## src/core/ccg_pkg.sv

```systemverilog
// Constants for the codec clock generation and PLL control block.
// Assumes a single core clock; source clocks arrive as one-cycle ticks.
//
// Overview of operation
// [RULE1] Right-justified with 32-bit words runs as 24-bit
// [RULE2] Source select: 0 master clock, 1 PLL
// [RULE3] System divider codes map to 1,2,3,4,6,8,12
// [RULE4] Bit clock divider: powers of two up to 32
// [RULE5] Master drives bit/frame clocks, slave receives them
// [RULE6] ADC loopback feeds ADC output into DAC input
// [RULE7] DAC loopback feeds DAC output into ADC input
// [RULE8] Sample rate field selects filter coefficient set
// [RULE9] Rate-derived timings assume system clock of 256fs
// [RULE10] Software picks nearest listed sample rate code
// [RULE11] PLL enable bit switches the PLL on
// [RULE12] PLL held off while reference select is zero
// [RULE13] Software computes integer and fractional ratio words
// [RULE14] PLL output divided by four, then system divider
// [RULE15] Fractional enable bit permits fractional PLL division
// [RULE16] Prescale field conditions master clock before PLL
// [RULE17] Software keeps integer word between 6 and 12
// [RULE18] Fraction word assembled from three registers
// [RULE19] PLL derived clock offered on general-purpose pin
// [RULE20] Bit clock restarts each frame, may shorten pulse
// [RULE21] Divider code 010 divides by two; power-off bit

package ccg_pkg;

  // ------------------------------------------------------------
  // Register offsets
  // ------------------------------------------------------------
  localparam logic [5:0] OFS_POWER_MANAGEMENT_ONE     = 6'h01;
  localparam logic [5:0] OFS_AUDIO_FORMAT             = 6'h04;
  localparam logic [5:0] OFS_LOOPBACK_CONTROL         = 6'h05;
  localparam logic [5:0] OFS_CLOCK_GENERATION_CONTROL = 6'h06;
  localparam logic [5:0] OFS_ADDITIONAL_CONTROL       = 6'h07;
  localparam logic [5:0] OFS_CLOCK_STATUS             = 6'h08;
  localparam logic [5:0] OFS_PLL_INTEGER_AND_CONTROL  = 6'h24;
  localparam logic [5:0] OFS_PLL_FRACTION_HIGH        = 6'h25;
  localparam logic [5:0] OFS_PLL_FRACTION_MID         = 6'h26;
  localparam logic [5:0] OFS_PLL_FRACTION_LOW         = 6'h27;

  // ------------------------------------------------------------
  // Reset values
  // ------------------------------------------------------------
  localparam logic [8:0] RST_POWER_MANAGEMENT_ONE     = 9'h000;
  localparam logic [8:0] RST_AUDIO_FORMAT             = 9'h050;
  localparam logic [8:0] RST_LOOPBACK_CONTROL         = 9'h000;
  localparam logic [8:0] RST_CLOCK_GENERATION_CONTROL = 9'h140;
  localparam logic [8:0] RST_ADDITIONAL_CONTROL       = 9'h000;
  localparam logic [8:0] RST_PLL_INTEGER_AND_CONTROL  = 9'h048;
  localparam logic [8:0] RST_PLL_FRACTION_HIGH        = 9'h00C;
  localparam logic [8:0] RST_PLL_FRACTION_MID         = 9'h093;
  localparam logic [8:0] RST_PLL_FRACTION_LOW         = 9'h0E9;

  // ------------------------------------------------------------
  // Field positions
  // ------------------------------------------------------------
  localparam int BIT_VMID_LO      = 0;  // Reference voltage select [1:0]
  localparam int BIT_PLL_ENABLE   = 5;
  localparam int BIT_CLK_SOURCE   = 8;
  localparam int BIT_SYSDIV_LO    = 5;  // System divider [7:5]
  localparam int BIT_BIT_CLOCK_DIVIDER_LO   = 2;  // Bit clock divider [4:2]
  localparam int BIT_MASTER       = 0;
  localparam int BIT_RATE_LO      = 1;  // Sample rate [3:1]
  localparam int BIT_PLL_OFF      = 7;
  localparam int BIT_FRAC_EN      = 6;
  localparam int BIT_PRESCALE_LO  = 4;  // Prescale [5:4]
  localparam int BIT_INT_LO       = 0;  // Integer word [3:0]
  localparam int BIT_WLEN_LO      = 5;  // Word length [6:5]
  localparam int BIT_FMT_LO       = 3;  // Format [4:3]
  localparam int BIT_DAC_LOOP     = 6;
  localparam int BIT_ADC_LOOP     = 0;

  // ------------------------------------------------------------
  // Encodings and timing counts
  // ------------------------------------------------------------
  localparam logic [1:0] FMT_RIGHT_JUSTIFIED = 2'h0;
  localparam logic [1:0] WLEN_24_BITS        = 2'h2;
  localparam logic [1:0] WLEN_32_BITS        = 2'h3;
  localparam logic [1:0] VMID_OFF            = 2'h0;
  localparam logic [2:0] RATE_LAST_VALID     = 3'h5;
  localparam logic [1:0] PLL_POST_DIV_LAST   = 2'h3;  // Fixed divide by 4
  localparam logic [7:0] FRAME_TICKS_LAST    = 8'hFF; // 256 system ticks per frame
  localparam logic [7:0] FRAME_HALF          = 8'h80;

  // Run states of the selected clock path
  typedef enum logic [1:0]
  {
    PATH_STOPPED = 2'b00,
    PATH_MCLK    = 2'b01,
    PATH_PLL     = 2'b10
  } path_type;

endpackage

```

## src/core/ccg_top.sv

```systemverilog
// Clock generation, PLL control and loopback routing for the codec core.
// Source clocks arrive as one-cycle ticks synchronous to CORE_CLK.
// The analog PLL lives outside; this block drives its control words.

`timescale 1ns/1ps
`default_nettype none

module ccg_top
(
  // Core clock and reset
  input  wire logic       CORE_CLK,
  input  wire logic       NRST,
  // Register port
  input  wire logic [5:0] REG_ADDR,
  input  wire logic [8:0] REG_WDATA,
  input  wire logic       REG_WR,
  input  wire logic       REG_RD,
  output logic      [8:0] REG_RDATA,
  // Source clock ticks
  input  wire logic       MCLK_TICK,
  input  wire logic       PLL_TICK,
  // PLL control words
  output logic            PLL_ENABLE,
  output logic            PLL_FRAC_EN,
  output logic      [1:0] PLL_PRESCALE,
  output logic      [3:0] PLL_INT_WORD,
  output logic     [23:0] PLL_FRAC_WORD,
  output logic            GPIO_CLK,
  // System clock
  output logic            SYS_CLK_TICK,
  output logic            SYS_CLK_OUT,
  // Bit and frame clock pins
  input  wire logic       BCLK_I,
  output logic            BCLK_O,
  output logic            BCLK_OE,
  input  wire logic       FRAME_I,
  output logic            FRAME_O,
  output logic            FRAME_OE,
  output logic            BCLK_INT,
  output logic            FRAME_INT,
  // Filter and format controls
  output logic      [2:0] FILTER_COEF_SEL,
  output logic            RATE_VALID,
  output logic      [1:0] EFF_WORD_LEN,
  // Loopback data paths
  input  wire logic       ADC_IF_DATA,
  input  wire logic       DAC_PIN_DATA,
  input  wire logic       DAC_IF_DATA,
  input  wire logic       ADC_CORE_DATA,
  output logic            DAC_PATH_DATA,
  output logic            ADC_PATH_DATA
);

  // ------------------------------------------------------------
  // Helper functions
  // ------------------------------------------------------------

  // System divider code to last count value (divide minus one)
  function automatic logic [3:0] sys_div_last(input logic [2:0] code);
    case (code)
      3'h0:    sys_div_last = 4'h0;
      3'h1:    sys_div_last = 4'h1;
      3'h2:    sys_div_last = 4'h1;  // Reset code divides by two
      3'h3:    sys_div_last = 4'h2;
      3'h4:    sys_div_last = 4'h3;
      3'h5:    sys_div_last = 4'h5;
      3'h6:    sys_div_last = 4'h7;
      default: sys_div_last = 4'hB;
    endcase
  endfunction

  // Bit clock divider code to last count; reserved codes hold at 32
  function automatic logic [4:0] bclk_div_last(input logic [2:0] code);
    case (code)
      3'h0:    bclk_div_last = 5'h00;
      3'h1:    bclk_div_last = 5'h01;
      3'h2:    bclk_div_last = 5'h03;
      3'h3:    bclk_div_last = 5'h07;
      3'h4:    bclk_div_last = 5'h0F;
      default: bclk_div_last = 5'h1F;
    endcase
  endfunction

  // ------------------------------------------------------------
  // Register storage
  // ------------------------------------------------------------
  logic [8:0]      pwr_q;        // Power management one
  logic [8:0]      fmt_q;        // Audio format
  logic [8:0]      loop_q;       // Loopback control
  logic [8:0]      clkgen_q;     // Clock generation control
  logic [8:0]      addl_q;       // Additional control
  logic [8:0]      pllc_q;       // PLL integer and control
  logic [5:0]      frac_hi_q;    // Fraction bits 23:18
  logic [8:0]      frac_mid_q;   // Fraction bits 17:9
  logic [8:0]      frac_lo_q;    // Fraction bits 8:0
  logic [8:0]      rdata_d;      // Read mux
  logic [8:0]      status;       // Live status word
  ccg_pkg::path_type path_q;     // Active clock path

  // Register writes; unmapped offsets are ignored
  always_ff @(posedge CORE_CLK or negedge NRST)
  begin
    if (!NRST)
    begin
      pwr_q      <= ccg_pkg::RST_POWER_MANAGEMENT_ONE;
      fmt_q      <= ccg_pkg::RST_AUDIO_FORMAT;
      loop_q     <= ccg_pkg::RST_LOOPBACK_CONTROL;
      clkgen_q   <= ccg_pkg::RST_CLOCK_GENERATION_CONTROL;
      addl_q     <= ccg_pkg::RST_ADDITIONAL_CONTROL;
      pllc_q     <= ccg_pkg::RST_PLL_INTEGER_AND_CONTROL;
      frac_hi_q  <= ccg_pkg::RST_PLL_FRACTION_HIGH[5:0];
      frac_mid_q <= ccg_pkg::RST_PLL_FRACTION_MID;
      frac_lo_q  <= ccg_pkg::RST_PLL_FRACTION_LOW;
    end
    else if (REG_WR)
    begin
      case (REG_ADDR)
        ccg_pkg::OFS_POWER_MANAGEMENT_ONE:     pwr_q      <= REG_WDATA;
        ccg_pkg::OFS_AUDIO_FORMAT:             fmt_q      <= REG_WDATA;
        ccg_pkg::OFS_LOOPBACK_CONTROL:         loop_q     <= REG_WDATA;
        ccg_pkg::OFS_CLOCK_GENERATION_CONTROL: clkgen_q   <= REG_WDATA;
        ccg_pkg::OFS_ADDITIONAL_CONTROL:       addl_q     <= REG_WDATA;
        ccg_pkg::OFS_PLL_INTEGER_AND_CONTROL:  pllc_q     <= REG_WDATA;
        ccg_pkg::OFS_PLL_FRACTION_HIGH:        frac_hi_q  <= REG_WDATA[5:0];
        ccg_pkg::OFS_PLL_FRACTION_MID:         frac_mid_q <= REG_WDATA;
        ccg_pkg::OFS_PLL_FRACTION_LOW:         frac_lo_q  <= REG_WDATA;
        default:                               ;
      endcase
    end
  end

  // ------------------------------------------------------------
  // Field decode
  // ------------------------------------------------------------
  logic       pll_run;     // PLL allowed to run
  logic       use_pll;     // Source select
  logic       master;      // Master over bit and frame clocks
  logic [2:0] sys_code;
  logic [2:0] bclk_code;
  logic [2:0] rate_code;
  logic [1:0] wlen_code;
  logic [1:0] fmt_code;

  // Enable gated by reference select and the power-off bit
  assign pll_run = pwr_q[ccg_pkg::BIT_PLL_ENABLE]                          // RULE11
                 && (pwr_q[ccg_pkg::BIT_VMID_LO +: 2] != ccg_pkg::VMID_OFF) // RULE12
                 && !pllc_q[ccg_pkg::BIT_PLL_OFF];                          // RULE21
  assign use_pll   = clkgen_q[ccg_pkg::BIT_CLK_SOURCE];
  assign master    = clkgen_q[ccg_pkg::BIT_MASTER];
  assign sys_code  = clkgen_q[ccg_pkg::BIT_SYSDIV_LO +: 3];
  assign bclk_code = clkgen_q[ccg_pkg::BIT_BIT_CLOCK_DIVIDER_LO +: 3];
  assign rate_code = addl_q[ccg_pkg::BIT_RATE_LO +: 3];
  assign wlen_code = fmt_q[ccg_pkg::BIT_WLEN_LO +: 2];
  assign fmt_code  = fmt_q[ccg_pkg::BIT_FMT_LO +: 2];

  // Status: path state, PLL run, master, pin levels
  assign status = {3'h0, FRAME_INT, BCLK_INT, master, pll_run, path_q};

  // Read mux; unmapped offsets read as zero
  always_comb
  begin
    case (REG_ADDR)
      ccg_pkg::OFS_POWER_MANAGEMENT_ONE:     rdata_d = pwr_q;
      ccg_pkg::OFS_AUDIO_FORMAT:             rdata_d = fmt_q;
      ccg_pkg::OFS_LOOPBACK_CONTROL:         rdata_d = loop_q;
      ccg_pkg::OFS_CLOCK_GENERATION_CONTROL: rdata_d = clkgen_q;
      ccg_pkg::OFS_ADDITIONAL_CONTROL:       rdata_d = addl_q;
      ccg_pkg::OFS_CLOCK_STATUS:             rdata_d = status;
      ccg_pkg::OFS_PLL_INTEGER_AND_CONTROL:  rdata_d = pllc_q;
      ccg_pkg::OFS_PLL_FRACTION_HIGH:        rdata_d = {3'h0, frac_hi_q};
      ccg_pkg::OFS_PLL_FRACTION_MID:         rdata_d = frac_mid_q;
      ccg_pkg::OFS_PLL_FRACTION_LOW:         rdata_d = frac_lo_q;
      default:                               rdata_d = 9'h000;
    endcase
  end

  // Read data stands one cycle after the strobe, zero otherwise
  always_ff @(posedge CORE_CLK or negedge NRST)
  begin
    if (!NRST)
      REG_RDATA <= 9'h000;
    else
      REG_RDATA <= REG_RD ? rdata_d : 9'h000;
  end

  // ------------------------------------------------------------
  // PLL control outputs
  // ------------------------------------------------------------

  // Registered control words toward the analog PLL
  always_ff @(posedge CORE_CLK or negedge NRST)
  begin
    if (!NRST)
    begin
      PLL_ENABLE    <= 1'b0;
      PLL_FRAC_EN   <= 1'b0;
      PLL_PRESCALE  <= 2'h0;
      PLL_INT_WORD  <= 4'h0;
      PLL_FRAC_WORD <= 24'h000000;
    end
    else
    begin
      PLL_ENABLE    <= pll_run;                                      // RULE12
      PLL_FRAC_EN   <= pllc_q[ccg_pkg::BIT_FRAC_EN];                 // RULE15
      PLL_PRESCALE  <= pllc_q[ccg_pkg::BIT_PRESCALE_LO +: 2];        // RULE16
      // Range 6..12 is software's duty; value passed unchanged
      PLL_INT_WORD  <= pllc_q[ccg_pkg::BIT_INT_LO +: 4];             // RULE17
      PLL_FRAC_WORD <= {frac_hi_q, frac_mid_q, frac_lo_q};           // RULE18
    end
  end

  // ------------------------------------------------------------
  // Source selection and dividers
  // ------------------------------------------------------------
  logic [1:0] post_cnt_q;  // Fixed divide by four on PLL ticks
  logic       src_tick;    // Selected source tick
  logic [3:0] sys_cnt_q;   // System divider count
  logic       sys_tick;

  // Only PLL ticks while running advance the fixed divider
  always_ff @(posedge CORE_CLK or negedge NRST)
  begin
    if (!NRST)
      post_cnt_q <= 2'h0;
    else if (pll_run && PLL_TICK)
      post_cnt_q <= post_cnt_q + 2'h1;                               // RULE14
  end

  // Source mux; a stopped PLL starves the core, by intent
  assign src_tick = use_pll ?                                        // RULE2
                    (pll_run && PLL_TICK
                     && post_cnt_q == ccg_pkg::PLL_POST_DIV_LAST) :  // RULE14
                    MCLK_TICK;

  // Path state for status readback
  always_ff @(posedge CORE_CLK or negedge NRST)
  begin
    if (!NRST)
      path_q <= ccg_pkg::PATH_STOPPED;
    else if (!use_pll)
      path_q <= ccg_pkg::PATH_MCLK;
    else if (pll_run)
      path_q <= ccg_pkg::PATH_PLL;
    else
      path_q <= ccg_pkg::PATH_STOPPED;
  end

  // System divider; counter restarts when the code shrinks below it
  assign sys_tick = src_tick && (sys_cnt_q >= sys_div_last(sys_code));

  always_ff @(posedge CORE_CLK or negedge NRST)
  begin
    if (!NRST)
      sys_cnt_q <= 4'h0;
    else if (sys_tick)
      sys_cnt_q <= 4'h0;                                             // RULE3
    else if (src_tick)
      sys_cnt_q <= sys_cnt_q + 4'h1;
  end

  // System clock tick and square wave
  always_ff @(posedge CORE_CLK or negedge NRST)
  begin
    if (!NRST)
    begin
      SYS_CLK_TICK <= 1'b0;
      SYS_CLK_OUT  <= 1'b0;
    end
    else
    begin
      SYS_CLK_TICK <= sys_tick;
      if (sys_tick)
        SYS_CLK_OUT <= !SYS_CLK_OUT;
    end
  end

  // Derived clock for the general-purpose pin, from the PLL path
  always_ff @(posedge CORE_CLK or negedge NRST)
  begin
    if (!NRST)
      GPIO_CLK <= 1'b0;
    else if (pll_run && PLL_TICK && post_cnt_q == ccg_pkg::PLL_POST_DIV_LAST)
      GPIO_CLK <= !GPIO_CLK;                                         // RULE19
  end

  // ------------------------------------------------------------
  // Bit and frame clocks
  // ------------------------------------------------------------
  logic [7:0] frame_cnt_q;  // 256 system ticks per frame
  logic [4:0] bclk_cnt_q;
  logic       frame_wrap;

  // Frame length fixed at 256fs so rate timings scale with it
  assign frame_wrap = sys_tick && frame_cnt_q == ccg_pkg::FRAME_TICKS_LAST; // RULE9

  always_ff @(posedge CORE_CLK or negedge NRST)
  begin
    if (!NRST)
      frame_cnt_q <= 8'h00;
    else if (sys_tick)
      frame_cnt_q <= frame_cnt_q + 8'h01;
  end

  // Bit counter restarts at each frame, so a last pulse may be short
  always_ff @(posedge CORE_CLK or negedge NRST)
  begin
    if (!NRST)
    begin
      bclk_cnt_q <= 5'h00;
      BCLK_O     <= 1'b0;
    end
    else if (frame_wrap)
    begin
      bclk_cnt_q <= 5'h00;                                           // RULE20
      BCLK_O     <= 1'b0;
    end
    else if (sys_tick && bclk_cnt_q >= bclk_div_last(bclk_code))
    begin
      bclk_cnt_q <= 5'h00;                                           // RULE4
      BCLK_O     <= !BCLK_O;
    end
    else if (sys_tick)
      bclk_cnt_q <= bclk_cnt_q + 5'h01;
  end

  // Frame is high for the first half of each frame
  always_ff @(posedge CORE_CLK or negedge NRST)
  begin
    if (!NRST)
      FRAME_O <= 1'b0;
    else
      FRAME_O <= frame_cnt_q < ccg_pkg::FRAME_HALF;
  end

  // Pin direction and the clocks seen inside
  always_ff @(posedge CORE_CLK or negedge NRST)
  begin
    if (!NRST)
    begin
      BCLK_OE   <= 1'b0;
      FRAME_OE  <= 1'b0;
      BCLK_INT  <= 1'b0;
      FRAME_INT <= 1'b0;
    end
    else
    begin
      BCLK_OE   <= master;                                           // RULE5
      FRAME_OE  <= master;                                           // RULE5
      BCLK_INT  <= master ? BCLK_O : BCLK_I;
      FRAME_INT <= master ? FRAME_O : FRAME_I;
    end
  end

  // ------------------------------------------------------------
  // Format, rate and loopback
  // ------------------------------------------------------------

  // Reserved rate codes pass through but are flagged invalid
  always_ff @(posedge CORE_CLK or negedge NRST)
  begin
    if (!NRST)
    begin
      FILTER_COEF_SEL <= 3'h0;
      RATE_VALID      <= 1'b0;
      EFF_WORD_LEN    <= 2'h0;
      DAC_PATH_DATA   <= 1'b0;
      ADC_PATH_DATA   <= 1'b0;
    end
    else
    begin
      FILTER_COEF_SEL <= rate_code;                                  // RULE8
      RATE_VALID      <= rate_code <= ccg_pkg::RATE_LAST_VALID;
      // Right-justified cannot carry 32 bits
      if (fmt_code == ccg_pkg::FMT_RIGHT_JUSTIFIED && wlen_code == ccg_pkg::WLEN_32_BITS)
        EFF_WORD_LEN <= ccg_pkg::WLEN_24_BITS;                       // RULE1
      else
        EFF_WORD_LEN <= wlen_code;
      DAC_PATH_DATA <= loop_q[ccg_pkg::BIT_ADC_LOOP] ? ADC_IF_DATA : DAC_PIN_DATA; // RULE6
      ADC_PATH_DATA <= loop_q[ccg_pkg::BIT_DAC_LOOP] ? DAC_IF_DATA : ADC_CORE_DATA; // RULE7
    end
  end
endmodule

`default_nettype wire

```

## config.mk

```make
export PLATFORM = sky130hd
export DESIGN_NAME = ccg_top
export DESIGN_NICKNAME = d
export VERILOG_FILES = /design/src/core/ccg_pkg.sv /design/src/core/ccg_top.sv
export SDC_FILE = /design/constraint.sdc
export NUM_CORES = 1
export LEC_CHECK = 0
export ABC_CLOCK_PERIOD_IN_PS = 7320
export BUFFER_PORTS_ARGS = -buffer_cell sky130_fd_sc_hd__buf_2
export CAP_MARGIN = 5
export CORE_MARGIN = 1
export CORE_UTILIZATION = 62
export CTS_CLUSTER_SIZE = 16
export DETAILED_ROUTE_END_ITERATION = 16
export GPL_ROUTABILITY_DRIVEN = 0
export GPL_TIMING_DRIVEN = 0
export PLACE_DENSITY = 0.92
export SYNTH_ARGS = -nofsm -noshare
export SYNTH_HDL_FRONTEND = slang
export SYNTH_SLANG_ARGS = --single-unit
```

## constraint.sdc

```tcl
create_clock -name CORE_CLK -period 7.32 [get_ports CORE_CLK]
set_clock_uncertainty 0.2 [all_clocks]
set_input_delay 1.83 -clock CORE_CLK [delete_from_list [all_inputs] [get_ports CORE_CLK]]
set_output_delay 1.83 -clock CORE_CLK [all_outputs]
set_load 0.02 [all_outputs]
```

* Yosys cells after proc, flatten, opt, wreduce, memory -nomap -nowiden
Index checks and enable logic that the tools add are counted.
Storage, ports and cells: logic and storage cells 113, register bits after elaboration 156, output and inout bits 58, input port bits 27
Cells by class: eq/ne operators 23, mux-type cells 20, $add $sub $neg 4, magnitude comparators 4, reduce and logical (&&, ||, !) cells 29
Operators by type and width (number):
- 9-bit case mux with 10 select lines | 1
- 5-bit case mux with 5 select lines | 1
- 6-bit by 3-bit equality test with 1-bit output (second input constant) | 4
- 6-bit equality test (second input constant) | 4
- 4-bit case mux with 6 select lines | 1
- 5-bit 2-to-1 mux | 4
- 2-bit AND reduction | 9
- 3-bit by 2-bit equality test with 1-bit output (second input constant) | 4
- 3-bit equality test (second input constant) | 4
- 9-bit 2-to-1 mux | 1
- 8-bit by 1-bit adder with 8-bit output (second input constant) | 1
- 8-bit equality test (second input constant) | 1
- 1-bit logical AND | 8
- 8-bit < comparator (second input constant) | 1
- 4-bit 2-to-1 mux | 2
- 1-bit 2-to-1 mux | 7
- 3-bit by 1-bit equality test with 1-bit output (second input constant) | 2
- 6-bit by 1-bit equality test with 1-bit output (second input constant) | 1
- 6-bit by 4-bit equality test with 1-bit output (second input constant) | 1
- 3-bit zero test | 2
- 2-bit 2-to-1 mux | 3
- 2-bit nonzero test | 3
- 5-bit by 1-bit adder with 5-bit output (second input constant) | 1
- 5-bit >= comparator | 1
- 9 further kinds | 13

* Longest topological paths before layout
word-level depth 13, mapped depth 11, gate-level depth less buffers 10

* Least setup slack after synthesis
Ideal clock, no wire load.
path kind in2reg, from input REG_ADDR[3], to register fmt_q[0], arrival 3.178 ns, library setup time 0.125 ns, stages 5, path buffers 1, setup slack 3.817 ns, path through buf_6 or4b_4 nor3_4 nand2_4 mux2_2
On the way: word-level cells in the longest chain between the ends 2
RTL lines:
- from (decl) | line ccg_top.sv:14 | input wire logic [5:0] REG_ADDR,
- 6-bit by 3-bit equality test with 1-bit output | line ccg_top.sv:117 | case (REG_ADDR)
- 2-bit AND reduction (no line)
- to (signal assigned) | line ccg_top.sv:106 | fmt_q <= ccg_pkg::RST_AUDIO_FORMAT;
- to (decl) | line ccg_top.sv:88 | logic [8:0] fmt_q;
Every way passes these cells. A chain may end at the register's enable or synchronous reset.

* Worst setup path in the final report
from input REG_ADDR[1], to register frac_lo_q[4]
On the way: word-level cells in the longest chain between the ends 2
RTL lines:
- 6-bit equality test | line ccg_top.sv:117
- 2-bit AND reduction (no line)
- to (signal assigned) | line ccg_top.sv:113 | frac_lo_q <= ccg_pkg::RST_PLL_FRACTION_LOW;
- to (decl) | line ccg_top.sv:95 | logic [8:0] frac_lo_q;
Every way passes these cells.

==> results.py <==
metrics = {
    "pwr": {
        "ir_drop_mv": 0.205,
        "power.total_mw": 2.44,
        "p_leak_nw": 3.74,
        "cellPowerDensity_mw_per_mm2": 316,
    },
    "cts": {
        "cts-root-buf": "clkbuf_8",
        "post_cts_buffers": 0,
        "clkSinkCount": 156,
        "clkTransAtPathRegs_ns": 0.06,
        "ctsLongestPathBuffers": 2,
        "post_cts_resized": 0,
        "clk_latency_ns": 0.53,
        "cts_hold_buf": 0,
        "cts-htree-levels": 4,
        "cts_tree": "built",
        "numCtsBuffers": 17,
    },
    "detailed_routing": {
        "drt_pre_antenna_iters": 8,
        "wl_per_cell_um": 21.9,
        "drc": 0,
        "num_vias": 4509,
        "vias_per_cell": 6.39,
        "drt-total-wl_um": 15500,
        "drtIter0Drc": 420,
        "detail-route-antenna-nets": 0,
    },
    "setup_path": {
        "required_ns": 7.54,
        "critical_path.startpoint": "REG_ADDR[1]",
        "r2r_start": "clkgen_q[6]",
        "rrSetupSlack_ns": 4.50,
        "path_max_fanout": 10,
        "worstPathCellList": "buf_2, buf_2, and2_1, clkbuf_1, nand3_1, mux2_2",
        "worst-endpoint-arrival_ns": 4.02,
        "critPathBufInv": 3,
        "crit_path_max_incr_delay_ns": 0.65,
        "crit_path_end_kind": "register",
        "cp_slowest_cell": "nand3_1",
        "critPathKind": "primary input to register",
        "crit_path_frequent_cell": "buf_2",
        "crit_family": "buffers and inverters",
        "crit_path_start_kind": "primary input",
    },
    "global_routing": {
        "grt_pass1_vias": 4662,
        "grt_pass1_wl_um": 24500,
        "overflow": 0,
        "antenna_found_initial": 0,
        "grtUsageTotal_pct": 29.7,
        "grt_start_max_net_pins": 96,
    },
    "synth": {
        "synth_cell_types": 56,
        "synthArstFlopShare_pct": 100,
        "ys_seq_area_share_pct": 60.5,
        "ys_seq_elements": 156,
        "yosysWarnings": 0,
        "synth_ff_type": "dfrtp_1",
        "avgSynthCellArea_sq_um": 14.1,
        "synth_edf_count": 0,
        "synthCells": 459,
        "netlist_area_sq_mm": 0.00649,
        "syn_nets": 499,
    },
    "die": {
        "num_rows": 36,
        "dieArea_sq_mm": 0.0109,
        "fp.coreArea_sq_mm": 0.00995,
        "die-height_um": 104,
        "die_w_um": 104,
        "initial_utilization_pct": 65.2,
        "ios": 85,
    },
    "hold_path": {
        "hp-start": "pllc_q[4]",
        "hold_class": "register to register",
    },
    "sta": {
        "period_needed_ns": 3.80,
        "rsz0062_at_grt": "no",
        "fin_ws_ns": 3.52,
        "tightest_slew_ns": 0.804,
        "setup_viol": 0,
        "slew_violations": 0,
        "max_freq_ghz": 0.263,
        "post-route-period-util_pct": 51.9,
        "slew_headroom_pct": 46.0,
        "hold_violations": 0,
        "setup_tns_ns": 0,
    },
    "flow_run": {
        "cap_viol_max_count": 0,
    },
    "layout": {
        "drive_above_1_share_pct": 42.4,
        "area.growth.synth_to_final_pct": 18.8,
        "nNetsFinal": 600,
        "diodes": 0,
    },
    "place": {
        "dp_hpwl_um": 9530,
        "io_buffers": 81,
        "pre_cts_ws_ns": 3.14,
    },
    "outcome": {
        "outcome": "finished, final reports clean",
    },
}
-- metrics by stage --
stage,util (%),instance area (sq um),instances,hold WS [ns]
finish,77.4,7710,706,0.201
floorplan,-,6490,459,0.164
global placement,70.9,7060,673,0.174
detailed placement,71.3,7090,674,0.183
global route,77.4,7710,706,0.218
CTS,77.4,7710,706,0.201
-- logic make-up after synthesis --
| kind of cell | share of synthesized area [%] |
|---|---|
| AO/OA/AOI/OAI | 7.41 |
| AND/OR/NAND/NOR | 7.69 |
| multiplexers | 18.3 |
| flip-flops | 60.5 |
| XOR/XNOR | 1.76 |
| adder cells (fa/ha/maj) | 2.51 |
| buffers and inverters | 1.83 |
-- final timing paths --
check                                     to  cells after the start
max                             frac_lo_q[4]                      6
min                          PLL_PRESCALE[0]                      0
max reg2reg                           BCLK_O                     10
min reg2reg                  PLL_PRESCALE[0]                      0
max in group asynchronous        clkgen_q[8]                      2
min in group asynchronous  PLL_FRAC_WORD[20]                      1
-- cell type report --
cell class,count,area [sq um]
clock buffers,21,459
repair buffers,82,439
well taps,133,166
plain buffers,14,81.3
fillers,562,2250
clock inverters,11,156
multi-input cells,279,2440
flip-flops and latches,156,3930
inverters,10,37.5
-- per-layer routing --
| layer | vias to the layer above | share of wire [%] | global-route usage [%] |
|---|---|---|---|
| met5 | - | 0 | 0 |
| met2 | 262 | 49 | 48.2 |
| met4 | 0 | 4.1 | 15.0 |
| met3 | 77 | 7.7 | 6.52 |
| li1 | 1892 | - | - |
| met1 | 2278 | 39 | 37.8 |
-- power by group --
group	switching, mW	internal, mW
logic	0.239	0.184
registers	0.102	1.00
clock network	0.357	0.552
total	0.697	1.74
-- synth_stat cells (all sizes together), types with 2 or more instances --
cell | number | share of area (%)
nor2b | 4 | 0.39
xnor2 | 8 | 1.1
and2 | 2 | 0.19
clkbuf | 4 | 0.23
a22oi | 4 | 0.46
or3 | 2 | 0.19
nand2 | 20 | 1.3
a21oi | 13 | 1.0
nor3 | 5 | 0.73
mux2 | 89 | 15
buf | 10 | 1.0
a21o | 2 | 0.23
ha | 13 | 2.5
nand2b | 6 | 0.58
a31oi | 3 | 0.29
o22ai | 2 | 0.19
a222oi | 2 | 0.31
mux4 | 2 | 0.69
nand3 | 13 | 1.0
xor2 | 5 | 0.67
dfstp | 17 | 6.9
nor2 | 12 | 0.81
o21ai | 12 | 0.93
nand4 | 6 | 0.58
o31ai | 3 | 0.56
and3 | 4 | 0.39
a221oi | 3 | 0.41
dfrtp | 139 | 54
inv | 10 | 0.58
a32oi | 5 | 0.67
a22o | 5 | 0.67
nor4 | 2 | 0.39
a32o | 4 | 0.62
mux2i | 14 | 2.2
-- registers in the layout (all words and copies together) (netlist names), 3 cells and up --
| register | flops |
|---|---|
| sys_cnt_q | 4 |
| clkgen_q | 9 |
| bclk_cnt_q | 5 |
| FILTER_COEF_SEL | 3 |
| REG_RDATA | 9 |
| loop_q | 9 |
| frac_lo_q | 9 |
| frame_cnt_q | 8 |
| frac_hi_q | 6 |
| PLL_FRAC_WORD | 24 |
| PLL_INT_WORD | 4 |
| fmt_q | 9 |
| pllc_q | 9 |
| addl_q | 9 |
| frac_mid_q | 9 |
| pwr_q | 9 |
-- worst reg2reg max path, stage by stage, from the launching register on --
cell and delay, ns:
dfstp_2 0.59, xor2_1 0.11, or2_2 0.30, ha_1 0.27
o21ai_0 0.06, a21o_1 0.20, nand2b_1 0.22, inv_1 0.21
buf_4 0.22, o21ai_0 0.10, a32o_1 0.22
-- cell usage in the layout (no fill, tap or decap), types with 4 or more instances in the layout --
| master | count |
|---|---|
| and3_1 | 4 |
| nand2b_1 | 6 |
| ha_1 | 13 |
| a32oi_1 | 5 |
| mux2i_1 | 14 |
| clkbuf_8 | 4 |
| nand2_1 | 17 |
| a22o_1 | 5 |
| dfrtp_1 | 139 |
| a22oi_1 | 4 |
| dfstp_2 | 17 |
| xor2_1 | 5 |
| clkbuf_1 | 5 |
| nor2b_1 | 4 |
| a21oi_1 | 13 |
| inv_6 | 4 |
| inv_1 | 10 |
| xnor2_1 | 8 |
| o21ai_0 | 12 |
| clkbuf_16 | 16 |
| nand4_1 | 6 |
| buf_2 | 85 |
| nor2_1 | 11 |
| nand3_1 | 13 |
| a32o_1 | 4 |
| mux2_2 | 89 |
No activity file was read; power rests on OpenSTA's default activity.
